$ cat src/sdm_pkg.sv
// Constants and types shared by the special drive mode control block
package sdm_pkg;

  // ****************************************
  // Register bus
  // ****************************************
  localparam int SDM_AW = 4;
  localparam int SDM_DW = 16;
  localparam logic [3:0] SDM_IDX_OPMODE = 4'h0;
  localparam logic [3:0] SDM_IDX_CTRL = 4'h1;
  localparam logic [3:0] SDM_IDX_TARGET = 4'h2;
  localparam logic [3:0] SDM_IDX_CFG_EN = 4'h3;
  localparam logic [3:0] SDM_IDX_CFG_MODE = 4'h4;
  localparam logic [3:0] SDM_IDX_SAVE = 4'h5;
  localparam logic [3:0] SDM_IDX_STATUS = 4'h6;
  localparam logic [3:0] SDM_IDX_SPEED = 4'h7;
  localparam logic [3:0] SDM_IDX_VSCALE = 4'h8;
  localparam logic [3:0] SDM_IDX_AOFFSET = 4'h9;

  // ****************************************
  // Reset values and codes
  // ****************************************
  localparam logic [7:0] SDM_RST_OPMODE = 8'h00;
  localparam logic [15:0] SDM_RST_CTRL = 16'h0000;
  localparam logic [15:0] SDM_RST_TARGET = 16'h0000;
  localparam logic [7:0] SDM_RST_CFG_EN = 8'h00;
  localparam logic [3:0] SDM_RST_CFG_MODE = 4'h0;
  localparam logic [15:0] SDM_RST_VSCALE = 16'h0001;
  localparam logic [15:0] SDM_RST_AOFFSET = 16'h0000;
  localparam logic [7:0] SDM_OPMODE_VELOCITY = 8'h02;
  localparam logic [7:0] SDM_OPMODE_CLKDIR = 8'hff;
  localparam logic [7:0] SDM_SPECIAL_ON = 8'h02;
  localparam logic [15:0] SDM_CTRL_STOP = 16'h0000;
  localparam logic [15:0] SDM_CTRL_READY = 16'h0006;
  localparam logic [15:0] SDM_CTRL_ENABLE = 16'h000f;

  // ****************************************
  // Mode code fields
  // ****************************************
  localparam int SDM_MODE_CLOSED_BIT = 3;
  localparam logic [2:0] SDM_FN_TEST_CW = 3'h2;
  localparam logic [2:0] SDM_FN_TEST_CCW = 3'h3;
  localparam logic [2:0] SDM_FN_ANA_FAST = 3'h4;
  localparam logic [2:0] SDM_FN_ANA_SLOW = 3'h5;
  localparam logic [2:0] SDM_FN_JOY_FAST = 3'h6;
  localparam logic [2:0] SDM_FN_JOY_SLOW = 3'h7;

  // ****************************************
  // Speeds and analog scaling
  // ****************************************
  localparam logic [15:0] SDM_TEST_RPM = 16'h001e;
  localparam logic [15:0] SDM_MAX_FAST_RPM = 16'h03e8;
  localparam logic [15:0] SDM_MAX_SLOW_RPM = 16'h0064;
  localparam int SDM_ADC_BITS = 12;
  localparam int SDM_ADC_FULL_MV = 10000;
  localparam int SDM_DEAD_MV = 20;
  localparam logic [11:0] SDM_ADC_MAX = 12'hfff;
  localparam logic [11:0] SDM_ADC_MID = 12'h800;
  localparam logic [11:0] SDM_DEAD_CODES = 12'((SDM_DEAD_MV * 4096) / SDM_ADC_FULL_MV);

  typedef enum logic [1:0] {SDM_PS_DISABLED, SDM_PS_READY, SDM_PS_ENABLED} sdm_pstate_t;

endpackage : sdm_pkg

$ cat src/sdm_sync.sv
// Two-stage synchroniser for asynchronous pin levels
`timescale 1ns/1ns
module sdm_sync #(
  parameter int WIDTH = 1
) (
  input wire logic ref_clk,
  input wire logic resetn,
  input wire logic [WIDTH-1:0] asyncIn,
  output logic [WIDTH-1:0] syncOut
);

  logic [WIDTH-1:0] stage1_reg;
  logic [WIDTH-1:0] stage2_reg;

  always_ff @(posedge ref_clk or negedge resetn) begin
    if (!resetn) begin
      stage1_reg <= '0;
      stage2_reg <= '0;
    end else begin
      stage1_reg <= asyncIn;
      stage2_reg <= stage1_reg;
    end
  end

  assign syncOut = stage2_reg;

endmodule : sdm_sync

$ cat src/sdm_control.sv
// Special drive mode control: velocity test run, pin-driven special modes, power state
//
// Summary of operation
// (RL1) Mode-of-operation value 2 selects velocity mode using the target speed register.
// (RL2) Writing zero to the control word stops the motor.
// (RL3) Master should read status back after each parameter write.
// (RL4) In special modes only the enable pin drives power state; control word ignored.
// (RL5) Digital input 3 is the enable signal in special modes.
// (RL6) Special modes active only when configuration subindex 1 holds 2.
// (RL7) Mode codes 0-7 open loop, 8-15 the same functions closed loop.
// (RL8) Code low bits: clock-direction, test cw/ccw, analog, joystick, each 1000/100 rpm.
// (RL9) Configuration is saved to storage and applies only after restart.
// (RL10) Clock-direction mode forces that operating mode; steps follow pins, gated by enable.
// (RL11) Analog mode runs velocity mode and writes converted voltage into target speed.
// (RL12) Analog full scale is 100 or 1000 rpm; velocity scaling set to match.
// (RL13) Normal analog: full voltage is full speed, sign from direction pin, default clockwise.
// (RL14) Normal analog: zero to 20 mV gives no motion.
// (RL15) Joystick: half voltage is zero speed; analog offset set automatically.
// (RL16) Joystick: below midpoint negative, above positive, dead zone 20 mV around midpoint.
// (RL17) Test run turns at 30 rpm in coded direction while enable is set.
// (RL18) Enable deasserted in special modes leaves operation enabled and stops motion; here release drops to disabled.
//
// Strobed register access and the register offsets were decided locally.
`timescale 1ns/1ns
module sdm_control (
  input wire logic ref_clk,
  input wire logic resetn,
  input wire logic [sdm_pkg::SDM_AW-1:0] regAddr,
  input wire logic [sdm_pkg::SDM_DW-1:0] regWdata,
  input wire logic regWrite,
  input wire logic regRead,
  output logic [sdm_pkg::SDM_DW-1:0] regRdata,
  input wire logic [3:0] digitalIn,
  input wire logic clockIn,
  input wire logic directionIn,
  input wire logic [sdm_pkg::SDM_ADC_BITS-1:0] adcData,
  input wire logic adcValid,
  input wire logic [7:0] nvCfgEnable,
  input wire logic [3:0] nvCfgMode,
  output logic nvSave,
  output logic [7:0] nvSaveEnable,
  output logic [3:0] nvSaveMode,
  output logic [7:0] opModeEff,
  output logic driveEnable,
  output logic closedLoop,
  output logic signed [15:0] speedCmd,
  output logic stepPulse,
  output logic stepDir
);
  import sdm_pkg::*;

  // ****************************************
  // Pin synchronisers
  // ****************************************
  logic [2:0] pinSync;
  logic enSync;
  logic clkSync;
  logic dirSync;

  sdm_sync #(.WIDTH(3)) pinSyncInst (
    .ref_clk(ref_clk),
    .resetn(resetn),
    .asyncIn({digitalIn[3], clockIn, directionIn}),
    .syncOut(pinSync)
  );
  // (RL5) enable from input 3
  assign enSync = pinSync[2];
  assign clkSync = pinSync[1];
  assign dirSync = pinSync[0];

  // ****************************************
  // Active configuration, loaded at restart
  // ****************************************
  logic started_reg, started_next;
  logic [7:0] actEn_reg, actEn_next;
  logic [3:0] actMode_reg, actMode_next;
  logic specialActive;
  logic [2:0] modeFn;
  logic isClkDir, isTest, isAnalog, isJoy, isFast;

  // (RL9) stored image taken once after reset release
  always_comb begin
    started_next = 1'b1;
    actEn_next = actEn_reg;
    actMode_next = actMode_reg;
    if (!started_reg) begin
      actEn_next = nvCfgEnable;
      actMode_next = nvCfgMode;
    end
  end

  always_ff @(posedge ref_clk or negedge resetn) begin
    if (!resetn) begin
      started_reg <= 1'b0;
      actEn_reg <= SDM_RST_CFG_EN;
      actMode_reg <= SDM_RST_CFG_MODE;
    end else begin
      started_reg <= started_next;
      actEn_reg <= actEn_next;
      actMode_reg <= actMode_next;
    end
  end

  // (RL6) activation code
  assign specialActive = (actEn_reg == SDM_SPECIAL_ON);
  // (RL7) upper bit picks the loop, lower three the function
  assign modeFn = actMode_reg[2:0];
  assign closedLoop = actMode_reg[SDM_MODE_CLOSED_BIT];
  // (RL8) function decode
  assign isClkDir = specialActive && (modeFn[2:1] == 2'b00);
  assign isTest = specialActive && (modeFn == SDM_FN_TEST_CW || modeFn == SDM_FN_TEST_CCW);
  assign isAnalog = specialActive && (modeFn == SDM_FN_ANA_FAST || modeFn == SDM_FN_ANA_SLOW);
  assign isJoy = specialActive && (modeFn == SDM_FN_JOY_FAST || modeFn == SDM_FN_JOY_SLOW);
  assign isFast = (modeFn == SDM_FN_ANA_FAST || modeFn == SDM_FN_JOY_FAST);

  // ****************************************
  // Analog to speed conversion
  // ****************************************
  logic [15:0] maxRpm;
  logic [11:0] anaDelta;
  logic [11:0] anaSpan;
  logic anaInDead;
  logic anaNeg;
  logic [27:0] anaProd;
  logic [15:0] anaMag;
  logic signed [15:0] anaSpeed;

  // (RL12) full scale picked by the mode code
  assign maxRpm = isFast ? SDM_MAX_FAST_RPM : SDM_MAX_SLOW_RPM;

  always_comb begin
    anaDelta = adcData;
    anaSpan = SDM_ADC_MAX;
    // (RL13) low direction pin means clockwise, positive
    anaNeg = dirSync;
    if (isJoy) begin
      // (RL16) sign from side of midpoint
      anaSpan = SDM_ADC_MID;
      anaNeg = (adcData < SDM_ADC_MID);
      anaDelta = anaNeg ? 12'(SDM_ADC_MID - adcData) : 12'(adcData - SDM_ADC_MID);
    end
    // (RL14) dead zone near zero, and around midpoint for joystick
    anaInDead = (anaDelta <= SDM_DEAD_CODES);
    anaProd = 28'(anaDelta) * 28'(maxRpm);
    anaMag = anaInDead ? 16'h0000 : 16'(anaProd / 28'(anaSpan));
    anaSpeed = anaNeg ? -$signed(anaMag) : $signed(anaMag);
  end

  // ****************************************
  // Register file
  // ****************************************
  logic [7:0] opMode_reg, opMode_next;
  logic [15:0] ctrl_reg, ctrl_next;
  logic [15:0] target_reg, target_next;
  logic [7:0] cfgEn_reg, cfgEn_next;
  logic [3:0] cfgMode_reg, cfgMode_next;
  logic [15:0] vScale_reg, vScale_next;
  logic [15:0] aOffset_reg, aOffset_next;
  logic nvSave_reg, nvSave_next;
  logic [15:0] rdata_reg, rdata_next;
  logic [15:0] statusWord;
  sdm_pstate_t pState_reg, pState_next;

  assign statusWord = {4'h0, actMode_reg, 3'h0, dirSync, enSync,
                       (pState_reg == SDM_PS_ENABLED), closedLoop, specialActive};

  always_comb begin
    opMode_next = opMode_reg;
    ctrl_next = ctrl_reg;
    target_next = target_reg;
    cfgEn_next = cfgEn_reg;
    cfgMode_next = cfgMode_reg;
    vScale_next = vScale_reg;
    aOffset_next = aOffset_reg;
    nvSave_next = 1'b0;
    rdata_next = 16'h0000;
    if (regWrite) begin
      case (regAddr)
        SDM_IDX_OPMODE: opMode_next = regWdata[7:0];
        SDM_IDX_CTRL: ctrl_next = regWdata;
        SDM_IDX_TARGET: target_next = regWdata;
        SDM_IDX_CFG_EN: cfgEn_next = regWdata[7:0];
        SDM_IDX_CFG_MODE: cfgMode_next = regWdata[3:0];
        // (RL9) store pulse; the live configuration is untouched
        SDM_IDX_SAVE: nvSave_next = 1'b1;
        SDM_IDX_VSCALE: vScale_next = regWdata;
        SDM_IDX_AOFFSET: aOffset_next = regWdata;
        default: nvSave_next = 1'b0;
      endcase
    end
    // (RL11) converted voltage overrides software target writes
    if ((isAnalog || isJoy) && adcValid) begin
      target_next = anaSpeed;
    end
    // (RL12) scaling follows the chosen full scale
    if (isAnalog || isJoy) begin
      vScale_next = maxRpm;
    end
    // (RL15) joystick zero at half scale
    if (isJoy) begin
      aOffset_next = 16'(SDM_ADC_MID);
    end
    if (regRead) begin
      case (regAddr)
        SDM_IDX_OPMODE: rdata_next = {8'h00, opMode_reg};
        SDM_IDX_CTRL: rdata_next = ctrl_reg;
        SDM_IDX_TARGET: rdata_next = target_reg;
        SDM_IDX_CFG_EN: rdata_next = {8'h00, cfgEn_reg};
        SDM_IDX_CFG_MODE: rdata_next = {12'h000, cfgMode_reg};
        SDM_IDX_STATUS: rdata_next = statusWord;
        SDM_IDX_SPEED: rdata_next = speedCmd;
        SDM_IDX_VSCALE: rdata_next = vScale_reg;
        SDM_IDX_AOFFSET: rdata_next = aOffset_reg;
        default: rdata_next = 16'h0000;
      endcase
    end
  end

  always_ff @(posedge ref_clk or negedge resetn) begin
    if (!resetn) begin
      opMode_reg <= SDM_RST_OPMODE;
      ctrl_reg <= SDM_RST_CTRL;
      target_reg <= SDM_RST_TARGET;
      cfgEn_reg <= SDM_RST_CFG_EN;
      cfgMode_reg <= SDM_RST_CFG_MODE;
      vScale_reg <= SDM_RST_VSCALE;
      aOffset_reg <= SDM_RST_AOFFSET;
      nvSave_reg <= 1'b0;
      rdata_reg <= 16'h0000;
    end else begin
      opMode_reg <= opMode_next;
      ctrl_reg <= ctrl_next;
      target_reg <= target_next;
      cfgEn_reg <= cfgEn_next;
      cfgMode_reg <= cfgMode_next;
      vScale_reg <= vScale_next;
      aOffset_reg <= aOffset_next;
      nvSave_reg <= nvSave_next;
      rdata_reg <= rdata_next;
    end
  end

  assign regRdata = rdata_reg;
  assign nvSave = nvSave_reg;
  assign nvSaveEnable = cfgEn_reg;
  assign nvSaveMode = cfgMode_reg;

  // ****************************************
  // Power state and motion
  // ****************************************
  logic [7:0] opModeEff_reg, opModeEff_next;
  logic signed [15:0] speed_reg, speed_next;
  logic clkPrev_reg;
  logic step_reg, step_next;
  logic stepDir_reg;

  always_comb begin
    pState_next = pState_reg;
    if (specialActive) begin
      // (RL4) enable pin alone decides; (RL18) drop out on release
      pState_next = enSync ? SDM_PS_ENABLED : SDM_PS_DISABLED;
    end else begin
      case (ctrl_reg)
        // (RL2) zero control word stops the drive
        SDM_CTRL_STOP: pState_next = SDM_PS_DISABLED;
        SDM_CTRL_READY: pState_next = SDM_PS_READY;
        SDM_CTRL_ENABLE: pState_next = SDM_PS_ENABLED;
        default: pState_next = pState_reg;
      endcase
    end
  end

  always_comb begin
    opModeEff_next = opMode_reg;
    speed_next = 16'sh0000;
    step_next = 1'b0;
    if (isClkDir) begin
      // (RL10) forced mode, steps on clock rising edge
      opModeEff_next = SDM_OPMODE_CLKDIR;
      step_next = (pState_reg == SDM_PS_ENABLED) && clkSync && !clkPrev_reg;
    end else if (specialActive) begin
      opModeEff_next = SDM_OPMODE_VELOCITY;
      if (pState_reg == SDM_PS_ENABLED) begin
        // (RL17) fixed test speed, direction from code
        if (isTest) begin
          speed_next = (modeFn == SDM_FN_TEST_CW) ? $signed(SDM_TEST_RPM) : -$signed(SDM_TEST_RPM);
        end else begin
          speed_next = $signed(target_reg);
        end
      end
    end else if (opMode_reg == SDM_OPMODE_VELOCITY && pState_reg == SDM_PS_ENABLED) begin
      // (RL1) velocity from target register
      speed_next = $signed(target_reg);
    end
  end

  always_ff @(posedge ref_clk or negedge resetn) begin
    if (!resetn) begin
      pState_reg <= SDM_PS_DISABLED;
      opModeEff_reg <= SDM_RST_OPMODE;
      speed_reg <= 16'sh0000;
      clkPrev_reg <= 1'b0;
      step_reg <= 1'b0;
      stepDir_reg <= 1'b0;
    end else begin
      pState_reg <= pState_next;
      opModeEff_reg <= opModeEff_next;
      speed_reg <= speed_next;
      clkPrev_reg <= clkSync;
      step_reg <= step_next;
      stepDir_reg <= dirSync;
    end
  end

  assign opModeEff = opModeEff_reg;
  assign speedCmd = speed_reg;
  assign driveEnable = (pState_reg == SDM_PS_ENABLED);
  assign stepPulse = step_reg;
  assign stepDir = stepDir_reg;

  // ****************************************
  // Checks
  // ****************************************
  vel_mode_a: assert property (@(posedge ref_clk) disable iff (!resetn) // RL1
    (!specialActive && opMode_reg == SDM_OPMODE_VELOCITY && pState_reg == SDM_PS_ENABLED)
    |=> speedCmd == $past(target_reg)) else $error("velocity speed not taken from target");
  stop_zero_a: assert property (@(posedge ref_clk) disable iff (!resetn) // RL2
    (!specialActive && regWrite && regAddr == SDM_IDX_CTRL && regWdata == SDM_CTRL_STOP)
    |-> ##2 (pState_reg == SDM_PS_DISABLED) ##1 (speedCmd == 16'sh0000)) else $error("stop not obeyed");
  enable_only_a: assert property (@(posedge ref_clk) disable iff (!resetn) // RL4
    specialActive |=> driveEnable == $past(enSync)) else $error("power not following enable");
  release_stop_a: assert property (@(posedge ref_clk) disable iff (!resetn) // RL18
    (specialActive && !enSync) |=> ##1 speedCmd == 16'sh0000) else $error("motion after enable release");
  activate_code_a: assert property (@(posedge ref_clk) disable iff (!resetn) // RL6
    (started_reg && actEn_reg != SDM_SPECIAL_ON) |=> opModeEff == $past(opMode_reg))
    else $error("special mode active without code");
  restart_only_a: assert property (@(posedge ref_clk) disable iff (!resetn) // RL9
    (started_reg && regWrite && (regAddr == SDM_IDX_CFG_EN || regAddr == SDM_IDX_CFG_MODE))
    |=> $stable(actEn_reg) && $stable(actMode_reg)) else $error("configuration applied without restart");
  clkdir_force_a: assert property (@(posedge ref_clk) disable iff (!resetn) // RL10
    isClkDir |=> opModeEff == SDM_OPMODE_CLKDIR) else $error("clock-direction mode not forced");
  dead_zone_a: assert property (@(posedge ref_clk) disable iff (!resetn) // RL14
    (isAnalog && adcValid && adcData <= SDM_DEAD_CODES) |=> target_reg == 16'h0000)
    else $error("motion inside dead zone");
  joy_offset_a: assert property (@(posedge ref_clk) disable iff (!resetn) // RL15
    isJoy |=> aOffset_reg == 16'(SDM_ADC_MID)) else $error("joystick offset not set");
  scale_set_a: assert property (@(posedge ref_clk) disable iff (!resetn) // RL12
    (isAnalog || isJoy) |=> vScale_reg == $past(maxRpm)) else $error("scaling not matched");
  test_speed_a: assert property (@(posedge ref_clk) disable iff (!resetn) // RL17
    (isTest && pState_reg == SDM_PS_ENABLED) |=> (speedCmd == 16'sh001e || speedCmd == -16'sh001e))
    else $error("test run speed wrong");

endmodule : sdm_control

$ cat config.mk
export PLATFORM = sky130hd
export DESIGN_NAME = sdm_control
export DESIGN_NICKNAME = d
export VERILOG_FILES = /design/src/sdm_pkg.sv /design/src/sdm_sync.sv /design/src/sdm_control.sv
export SDC_FILE = /design/constraint.sdc
export NUM_CORES = 1
export LEC_CHECK = 0
export BUFFER_PORTS_ARGS = -buffer_cell sky130_fd_sc_hd__buf_2
export CAP_MARGIN = 15
export CORE_AREA = 2 2 244 246
export DETAILED_ROUTE_END_ITERATION = 16
export DIE_AREA = 0 0 246 248
export GPL_TIMING_DRIVEN = 1
export PLACE_DENSITY_LB_ADDON = 0.25
export SYNTH_ARGS = -nofsm -noshare
export SYNTH_HDL_FRONTEND = slang
export SYNTH_SLANG_ARGS = --single-unit
export TNS_END_PERCENT = 100
$ cat constraint.sdc
create_clock -name ref_clk -period 47.4 [get_ports ref_clk]
set_input_delay 2.37 -clock ref_clk [delete_from_list [all_inputs] [get_ports ref_clk]]
set_output_delay 2.37 -clock ref_clk [all_outputs]
set_load 0.05 [all_outputs]
# Word-level counts from Yosys, hierarchy flattened
# Index checks and enable logic that the tools add are counted.
# totals
register_bits	149
in_bits	55
word_cells	110
# classes
n_addsub	3
n_mul	1
div_mod_pow	1
magnitude_cmp	2
eq_ne	20
mux	32
n_reduce_logical	31
# ops
op	count
$mux W16	18
$pmux W16 S9	1
$div A28 B12 Y28	1
$mux W12	2
$mul A12 B10 Y22	1
$eq A16 B3 Y1 const B	1
$eq A16 B4 Y1 const B	1
$eq A4 B3 Y1 const B	4
$eq A8 B2 Y1 const B	2
$logic_not A16 Y1	1
$mux W8	2
$neg A16 Y16	1
$reduce_and A2 Y1	7
$eq A3 B3 Y1 const B	4
$le A12 B4 Y1 const B	1
$lt A12 B12 Y1 const B	1
$reduce_bool A2 Y1	6
$sub A12 B12 Y12 const A	1
$sub A12 B12 Y12 const B	1
$mux W11	1
$mux W10	1
$eq A4 B2 Y1 const B	2
$eq A4 B4 Y1 const B	2
$logic_and A1 B1 Y1	8
11 further kinds	20

# Longest topological paths before layout
# Gate-level depths: netlist of run 1.
# logic_depth
word_depth	10
depth_mapped	188
depth_no_buf	173

# By module
# A second synthesis of run 1 with hierarchy kept.
# unflattened
hier_cells	2125
area_unflattened_um2	17618.1
# by_module_without_submodules
mod	instances	cells_each	area_each_um2	seq_area_each_um2
sdm_control	1	2119	17468.0	3579.7
sdm_sync	1	6	150.1	150.1

# Worst setup path before layout of run 1
# OpenSTA, ideal clock, no wires.
# synth_timing
path_kind	in2reg
from	input port adcData[0] (netlist bit)
to	register target_reg[10]
setup_time_ns	0.135
t_arrival_ns	35.806
slack_ns	11.458
stages	174
cell_sequence	inv_1 > ha_1 > nor3b_1 > a21oi_1 > xor2_1 > clkinv_1 > nand2_1 > a21oi_1 > ha_1 > fa_1 > fa_1 > inv_1 > fa_1 > inv_1 > ha_1 > ha_1 > nand3_1 > a211o_1 > (+138 left out) > nand2b_1 > a21oi_1 > nor2b_1 > o21ai_0 > nand2b_1 > a21oi_1 > nor2_1 > a31oi_1 > mux2i_1 > a2111oi_4 > nand3_1 > nand2_1 > ha_1 > nand2_1 > nor2_1 > nor2_1 > xnor2_1 > a21oi_1
# synth_between
elab_chain_len	9
# synth_lines
element	line	text
start, declared	sdm_control.sv:36	input wire logic [sdm_pkg::SDM_ADC_BITS-1:0] adcData,
$sub A12 B12 Y12 or $lt A12 B12 Y1 (tied branches)	sdm_control.sv:140, sdm_control.sv:139	
$mux W12	sdm_control.sv:140	anaDelta = anaNeg ? 12'(SDM_ADC_MID - adcData) : 12'(adcData - SDM_ADC_MID);
$mux W12	sdm_control.sv:136	if (isJoy) begin
$mul A12 B10 Y22	sdm_control.sv:144	anaProd = 28'(anaDelta) * 28'(maxRpm);
$div A28 B12 Y28	sdm_control.sv:145	anaMag = anaInDead ? 16'h0000 : 16'(anaProd / 28'(anaSpan));
$mux W16	sdm_control.sv:145	
$neg A16 Y16	sdm_control.sv:146	anaSpeed = anaNeg ? -$signed(anaMag) : $signed(anaMag);
$mux W16 *	sdm_control.sv:146	
$mux W16 *	sdm_control.sv:192	if ((isAnalog || isJoy) && adcValid) begin
end signal, assigned	sdm_control.sv:233	target_reg <= target_next;
end, declared	sdm_control.sv:154	logic [15:0] target_reg, target_next;
# Every way passes the cells marked *; elsewhere a longest branch is shown, timed or not.
# A chain may end at the register's enable or synchronous reset.

# Worst setup path in the final report of run 1
# layout_timing
from	input port adcData[0] (netlist bit)
to	register target_reg[12]
# Same word-level chain as after synthesis.

==> results of run 1 <==
-- path summary, 6_finish.rpt --
check	startpoint	end	slack, ps	cells after the start
worst max-delay path	adcData[0]	target_reg[12]$_DFFE_PN0P_	5360	160
worst min-delay path	pinSyncInst.stage1_reg[2]$_DFF_PN0_	pinSyncInst.syncOut[2]$_DFF_PN0_	350	0
worst max register to register	actEn_reg[5]$_DFFE_PN0N_	target_reg[12]$_DFFE_PN0P_	6240	159
worst min register to register	pinSyncInst.stage1_reg[2]$_DFF_PN0_	pinSyncInst.syncOut[2]$_DFF_PN0_	350	0
max in group asynchronous	resetn	ctrl_reg[10]$_DFFE_PN0P_	44020	2
min in group asynchronous	resetn	aOffset_reg[13]$_DFFE_PN0P_	1980	1
-- through the flow --
stage / worst slack (ps) / std cells / utilization (%)
after floorplan: 11460 / 2060 / -
after global placement: 5610 / 2893 / 32.1
after detailed placement: 5120 / 2893 / 32.1
after CTS: 5330 / 2925 / 33.1
after global routing: 1790 / 2926 / 33.1
final: 5360 / 2926 / 33.1
-- layer usage --
layer  vias to the layer above  track usage (%)
met5                         -                0
met4                         4             4.58
met3                        53             1.70
met2                       306             28.4
met1                      7506             22.0
li1                       7711                -
-- cell usage in the layout, fill, tap and decap left out, types with 16 or more instances in the layout --
cell type    n
buf_4       20
ha_1       189
fa_1        42
inv_1       93
a211oi_1    18
a21o_1      43
clkbuf_16   17
nor3_1      66
nor2b_1     20
a31oi_1     30
xnor2_1     69
nand2_1    239
nand2b_1    24
o21ai_0     91
nor4_1      16
and2_1      18
a22oi_1     33
a21oi_1    155
xor2_1      42
nor2_1     134
mux2_2      84
o21a_1      67
o31ai_1     34
dfrtp_1    148
nand3_1     43
buf_2      107
mux2i_1     29
-- cells in the mapped netlist (all sizes together) (8+ instances only) --
library cell	number	area share, %
a21o	43	1.9
clkbuf	59	1.3
a21oi	160	4.8
nor3	69	2.0
nand2b	24	0.87
buf	9	0.29
o211ai	14	0.67
a211oi	19	0.85
nand4	14	0.54
o31ai	35	1.5
a211o	8	0.41
o21a	67	2.9
nor4	17	0.65
inv	93	2.0
xnor2	70	3.7
and3	15	0.54
and2	19	0.69
mux2i	30	1.8
nor2	137	3.0
a221oi	8	0.44
nor2b	20	0.72
or2	17	0.61
dfrtp	148	21
xor2	43	2.2
fa	42	4.9
ha	189	14
or3	13	0.47
mux2	87	5.7
a22oi	33	1.4
nand3	43	1.2
nand2	240	5.2
a31oi	31	1.2
o21ai	101	2.9
-- cell type report --
cell class	count	area, um2	share of cell area [%]
multi-input combinational	1748	13000	67.1
sequential	149	3730	19.2
tap	773	967	4.99
timing repair buffer	128	697	3.60
clock buffer	21	450	2.32
inverter	95	357	1.84
clock inverter	11	175	0.904
antenna	1	2.50	0.0129
-- kinds of logic after synthesis --
group                      after synthesis
DFF                                    149
AOI/OAI and AO/OA                      619
adders and majority gates              231
other                                    2
muxes                                  117
xor gates and xnor gates               113
and+or+nand+nor                        656
buffers and inverters                  163
==> results_dict.tcl, run 1 <==
set metrics [dict create \
    status "completed" \
    hold_class "flip-flop to flip-flop" \
    cts_max_path_buffers 2 \
    cp_common_cell "o21a_1" \
    gp_congestion 0.877 \
    htreeDepth 4 \
    post_cts_resized 0 \
    synth-simple-area-share_pct 18.1 \
    setup_viol 0 \
    tns_ps 0 \
    final_area_mm2 0.0194 \
    synth_edf_count 0 \
    nFillCells 6069 \
    synth_xor_xnor_area_share_pct 5.87 \
    finalNetCount 2425 \
    top_layer "met5" \
    drc 0 \
    grt_max_degree 82 \
    crit_slowest_cell "a21oi_1" \
    drv_slew 0 \
    cp-start-kind "input port" \
    met2_length_mm 24.2 \
    clk_latency_ps 430 \
    fin_crit_sh_pct 88.7 \
    place_area_mm2 0.0188 \
    synth_mux_area_share_pct 7.49 \
    max_stage_delay_ps 770 \
    syn_to_final_growth_pct 12.0 \
    rsz0062_at_grt "no" \
    die_h_um 248 \
    grt_pass1_wl_mm 81.5 \
    numClockSinks 149 \
    crit_arrival_ps 42330 \
    numCtsBuffers 17 \
    path_class "input port to flip-flop" \
    synthArstFlopShare_pct 100 \
    dieWidth_um 246 \
    yosys_warnings 0 \
    met1_length_mm 23.8 \
    grt_pass1_vias 15100 \
    first_pass_iters 7 \
    grt_overflow_total 0 \
    slew_headroom_pct 15.0 \
    die-area_mm2 0.0610 \
    drive_gt1_share_pct 14.1 \
    synthAdderAreaFrac_pct 18.5 \
    fin_worst_skew_ps 7.97 \
    io_pins 112 \
    fmax_ghz 0.0238 \
    crit_required_ps 47690 \
    antenna_found_initial 3 \
    postSynthCellCount 2050 \
    synth_area_mm2 0.0173 \
    holdWs_ps 354 \
    drt_wl_total_mm 50.9 \
    ys_types 109 \
    ctsHoldBuffers 0 \
    routedWlPerCell_um 17.4 \
    io_buffers 108 \
    via_per_inst 5.32 \
    synth_compound_area_share_pct 24.8 \
    ys_ff_latch 149 \
    fin_crit_ps 42040 \
    worstPathMaxFanout 19 \
    dr.first_iter.drc_count 1094 \
    timing.final.hold_violations 0 \
    post_cts_buffers 0 \
    ant_nets 0 \
    synth_top_family_by_area "compound AO/OA/AOI/OAI gates" \
    seq_area_frac_synth_pct 21.6 \
    worstMarginPinSlew_ps 1270 \
    rows 89 \
    maxCapViolCount 0 \
    vias 15600 \
    dp_hpwl_mm 40.4 \
    track_usage_pct 16.5 \
    endpoint_kind "flip-flop" \
    cp_top_family "compound AO/OA/AOI/OAI gates" \
    initial_core_util_pct 29.6 \
    design.core.area_mm2 0.0585 \
    wl_met3_mm 1.90 \
    critPathBufInv 10 \
    cts.clk_slew.worst_paths_ps 60 \
    root_buffer "clkbuf_16" \
    synth_ff_type "dfrtp_1" \
    cts_tree "built" \
    syn_area_per_cell_um2 8.44 \
]
Power of run 1 is left out: the tool's default activity adds up to more than one toggle a clock period on the data nets, which glitch-free logic cannot reach.
==> run 2: changes to the inputs <==
Settings changed: RECOVER_POWER set to 100.
==> results_dict.tcl, run 2 (synthesized netlist as in run 1, its figures left out) <==
set metrics [dict create \
    grt_max_degree 82 \
    fin_crit_ps 42820 \
    ant_nets 0 \
    cts.clk_slew.worst_paths_ps 60 \
    max_stage_delay_ps 780 \
    numCtsBuffers 17 \
    htreeDepth 4 \
    drive_gt1_share_pct 10.7 \
    holdPathEnd "pinSyncInst.syncOut[2]$_DFF_PN0_" \
    worstPathMaxFanout 19 \
    die-area_mm2 0.0610 \
    rsz0062_at_grt "no" \
    initial_core_util_pct 29.6 \
    dp_hpwl_mm 40.4 \
    dieWidth_um 246 \
    die_h_um 248 \
    dr.first_iter.drc_count 1118 \
    path_class "input port to flip-flop" \
    reg2reg_depth 158 \
    r2r-end "target_reg[12]$_DFFE_PN0P_" \
    tns_ps 0 \
    design.core.area_mm2 0.0585 \
    regToRegSetupSlack_ps 5430 \
    io_buffers 108 \
    fin_worst_skew_ps 8.38 \
    status "finished, violations left" \
    setup_viol 0 \
    worstHoldStart "pinSyncInst.stage1_reg[2]$_DFF_PN0_" \
    timing.final.hold_violations 0 \
    vias 15600 \
    routedWlPerCell_um 17.5 \
    violations "max-capacitance violations, max-slew violations" \
    r2r-start "actEn_reg[5]$_DFFE_PN0N_" \
    rows 89 \
    crit_required_ps 47690 \
    via_per_inst 5.32 \
    cp-start-kind "input port" \
    fmax_ghz 0.0234 \
    io_pins 112 \
    drv_slew 180 \
    cts_max_path_buffers 2 \
    hold_depth 0 \
    gp_congestion 0.877 \
    ctsHoldBuffers 0 \
    clk_latency_ps 430 \
    final_common_cell "nand2_1" \
    cts_tree "built" \
    cp_common_cell "o21a_1" \
    antenna_found_initial 3 \
    worstMarginPinSlew_ps 4320 \
    hold_class "flip-flop to flip-flop" \
    numClockSinks 149 \
    crit_arrival_ps 43100 \
    grt_pass1_vias 15100 \
    post_cts_resized 0 \
    syn_to_final_growth_pct 11.2 \
    endpoint_kind "flip-flop" \
    root_buffer "clkbuf_16" \
    mostFrequentLayoutCells "239 x nand2_1, 189 x ha_1, 155 x a21oi_1" \
    fin_crit_sh_pct 90.3 \
    slew_headroom_pct -188 \
    finalNetCount 2425 \
    drc 0 \
    crit_slowest_cell "a21oi_1" \
    post_cts_buffers 0 \
    grt_overflow_total 0 \
    first_pass_iters 6 \
    grt_pass1_wl_mm 81.5 \
    track_usage_pct 16.5 \
    drt_wl_total_mm 51.1 \
    maxCapViolCount 4 \
]
==> run 2: worst max-delay path by stage <==
stage          startpoint  cells past startpoint                          to  slack [ps]
2_1_floorplan  adcData[0]                    174  target_reg[10]$_DFFE_PN0P_       11460
3_3_place_gp   adcData[0]                    160  target_reg[12]$_DFFE_PN0P_        5610
3_5_place_dp   adcData[0]                    160  target_reg[12]$_DFFE_PN0P_        5120
4_1_cts        adcData[0]                    160  target_reg[12]$_DFFE_PN0P_        5330
5_1_grt        adcData[0]                    160  target_reg[12]$_DFFE_PN0P_         970
6_report       adcData[0]                    159  target_reg[12]$_DFFE_PN0P_        4580
==> run 2: stage by stage <==
stage               instances  utilization, %  hold WS, ps  cell area [um2]  worst slack [ps]
detailed placement       2893            32.1          338            18800              5120
global placement         2893            32.1          341            18800              5610
CTS                      2925            33.1          361            19400              5330
finish                   2926            32.9          354            19200              4580
global route             2926            32.9          372            19200               968
floorplan                2060               -          331            17300             11460
==> run 2: area by class of cell <==
cell class / instances / area, um2
Clock inverter: 11 / 175
Clock buffer: 21 / 450
Sequential cell: 149 / 3730
Timing Repair Buffer: 128 / 592
Tap cell: 773 / 967
Antenna cell: 1 / 2.50
Multi-Input combinational cell: 1748 / 13000
Fill cell: 6119 / 39200
Inverter: 95 / 357
==> run 2: routing by layer <==
| layer | GRT usage [%] | vias to the layer above | routed length [um] |
|---|---|---|---|
| li1 | - | 7717 | - |
| met1 | 22.0 | 7465 | 23800 |
| met2 | 28.4 | 340 | 24200 |
| met3 | 1.70 | 54 | 2040 |
| met4 | 4.58 | 4 | 1060 |
| met5 | 0 | - | 21 |
==> run 2: worst max-delay path: cells and delay by family <==
| kind | cells | cell delay [ps] |
|---|---|---|
| AND/OR/NAND/NOR | 33 | 7380 |
| XOR/XNOR | 2 | 860 |
| buffers and inverters | 10 | 2900 |
| multiplexers | 3 | 820 |
| adder cells (fa/ha/maj) | 18 | 6260 |
| AO/OA/AOI/OAI | 93 | 22440 |
Power of run 2 is left out for the same reason.
==> run 3: changes to the inputs <==
Settings changed: ABC_CLOCK_PERIOD_IN_PS set to 47400, CELL_PAD_IN_SITES_DETAIL_PLACEMENT set to 0, CELL_PAD_IN_SITES_GLOBAL_PLACEMENT set to 1, CORE_AREA 2 2 244 246 to 2 2 193 195, DIE_AREA 0 0 246 248 to 0 0 195 197.
==> results_dict.tcl, run 3 (synthesized netlist as in run 1, its figures left out) <==
set metrics [dict create \
    status "finished, violations left" \
    violations "max-capacitance violations, max-slew violations" \
    drt_wl_total_mm 48.4 \
    gp_congestion 0.915 \
    r2r-end "target_reg[12]$_DFFE_PN0P_" \
    first_pass_iters 6 \
    instances_no_fill 2614 \
    mostFrequentLayoutCells "239 x nand2_1, 189 x ha_1, 155 x a21oi_1" \
    post_cts_resized 0 \
    dp_cells 2583 \
    cp_top_family "compound AO/OA/AOI/OAI gates" \
    use_met1_pct 31.8 \
    die_h_um 197 \
    cp_common_cell "o21a_1" \
    setup_viol 0 \
    crit_required_ps 47680 \
    die-area_mm2 0.0384 \
    use_met3_pct 2.19 \
    worstPathMaxFanout 23 \
    cp-start-kind "input port" \
    io_pins 112 \
    grt.met2_usage_pct 45.9 \
    numClockSinks 149 \
    cts_max_path_buffers 2 \
    diodes 0 \
    final_common_cell "nand2_1" \
    critPathBufInv 10 \
    r2r-start "actEn_reg[3]$_DFFE_PN0N_" \
    max_stage_delay_ps 840 \
    vias 15700 \
    hold_depth 0 \
    htreeDepth 4 \
    ctsHoldBuffers 0 \
    dr.first_iter.drc_count 944 \
    cts.clk_slew.worst_paths_ps 60 \
    grt_pass1_vias 15200 \
    numCtsBuffers 17 \
    endpoint_kind "flip-flop" \
    syn_to_final_growth_pct 8.54 \
    ant_nets 0 \
    nFillCells 3518 \
    crit_arrival_ps 42970 \
    post_cts_buffers 0 \
    grt_max_degree 94 \
    path_class "input port to flip-flop" \
    rsz0062_at_grt "no" \
    design.core.area_mm2 0.0363 \
    fmax_ghz 0.0234 \
    reg2reg_depth 156 \
    drc 0 \
    regToRegSetupSlack_ps 5350 \
    clk_latency_ps 430 \
    finalNetCount 2420 \
    hold_class "flip-flop to flip-flop" \
    track_usage_pct 25.2 \
    dp_hpwl_mm 38.4 \
    root_buffer "clkbuf_16" \
    cts_tree "built" \
    grt_overflow_total 0 \
    rows 70 \
    worstHoldStart "pinSyncInst.stage1_reg[0]$_DFF_PN0_" \
    antenna_found_initial 0 \
    grt_busiest_layer "met2" \
    drv_slew 152 \
    via_per_inst 5.99 \
    maxCapViolCount 2 \
    fin_worst_skew_ps 9.07 \
    fin_crit_ps 42690 \
    drive_gt1_share_pct 10.8 \
    crit_slowest_cell "and2_0" \
    holdPathEnd "pinSyncInst.syncOut[0]$_DFF_PN0_" \
    tns_ps 0 \
    worstMarginPinSlew_ps 4820 \
    fin_crit_sh_pct 90.1 \
    initial_core_util_pct 47.7 \
    io_buffers 108 \
    grt_pass1_wl_mm 78.7 \
    dieWidth_um 195 \
    timing.final.hold_violations 0 \
    routedWlPerCell_um 18.5 \
    slew_headroom_pct -221 \
]
[run 3: routing by layer]
layer / up-vias / share of wire, %
met2: 385 / 50
li1: 7704 / -
met1: 7515 / 44
met4: 0 / 2.0
met5: - / 0
met3: 48 / 3.8
[run 3: worst max path at each step]
| stage | from | to | slack, ps | cells past startpoint |
|---|---|---|---|---|
| finish | adcData[0] | target_reg[12]$_DFFE_PN0P_ | 4710 | 158 |
| global placement | adcData[0] | target_reg[12]$_DFFE_PN0P_ | 6260 | 161 |
| CTS | adcData[0] | target_reg[12]$_DFFE_PN0P_ | 6010 | 160 |
| global route | adcData[0] | target_reg[6]$_DFFE_PN0P_ | 1190 | 163 |
| floorplan | adcData[0] | target_reg[10]$_DFFE_PN0P_ | 11460 | 174 |
| detailed placement | adcData[0] | target_reg[12]$_DFFE_PN0P_ | 5740 | 161 |
[run 3: cell type report]
class | instances | area, um2 | area share [%]
inverter | 95 | 357 | 1.90
sequential | 149 | 3730 | 19.9
tap | 468 | 586 | 3.12
clock buffer | 18 | 429 | 2.29
clock inverter | 13 | 135 | 0.720
multi-input combinational | 1748 | 13000 | 69.1
timing repair buffer | 123 | 564 | 3.01
[run 3: per-stage QoR]
stage / utilization [%] / setup slack [ps] / hold WS, ps / cell area [um2]
final: 51.8 / 4710 / 347 / 18800
after global routing: 51.8 / 1190 / 350 / 18800
after CTS: 52.1 / 6010 / 350 / 18900
after detailed placement: 50.5 / 5740 / 337 / 18300
after global placement: 50.5 / 6260 / 338 / 18300
after floorplan: - / 11460 / 331 / 17300
Power of run 3 is left out for the same reason.
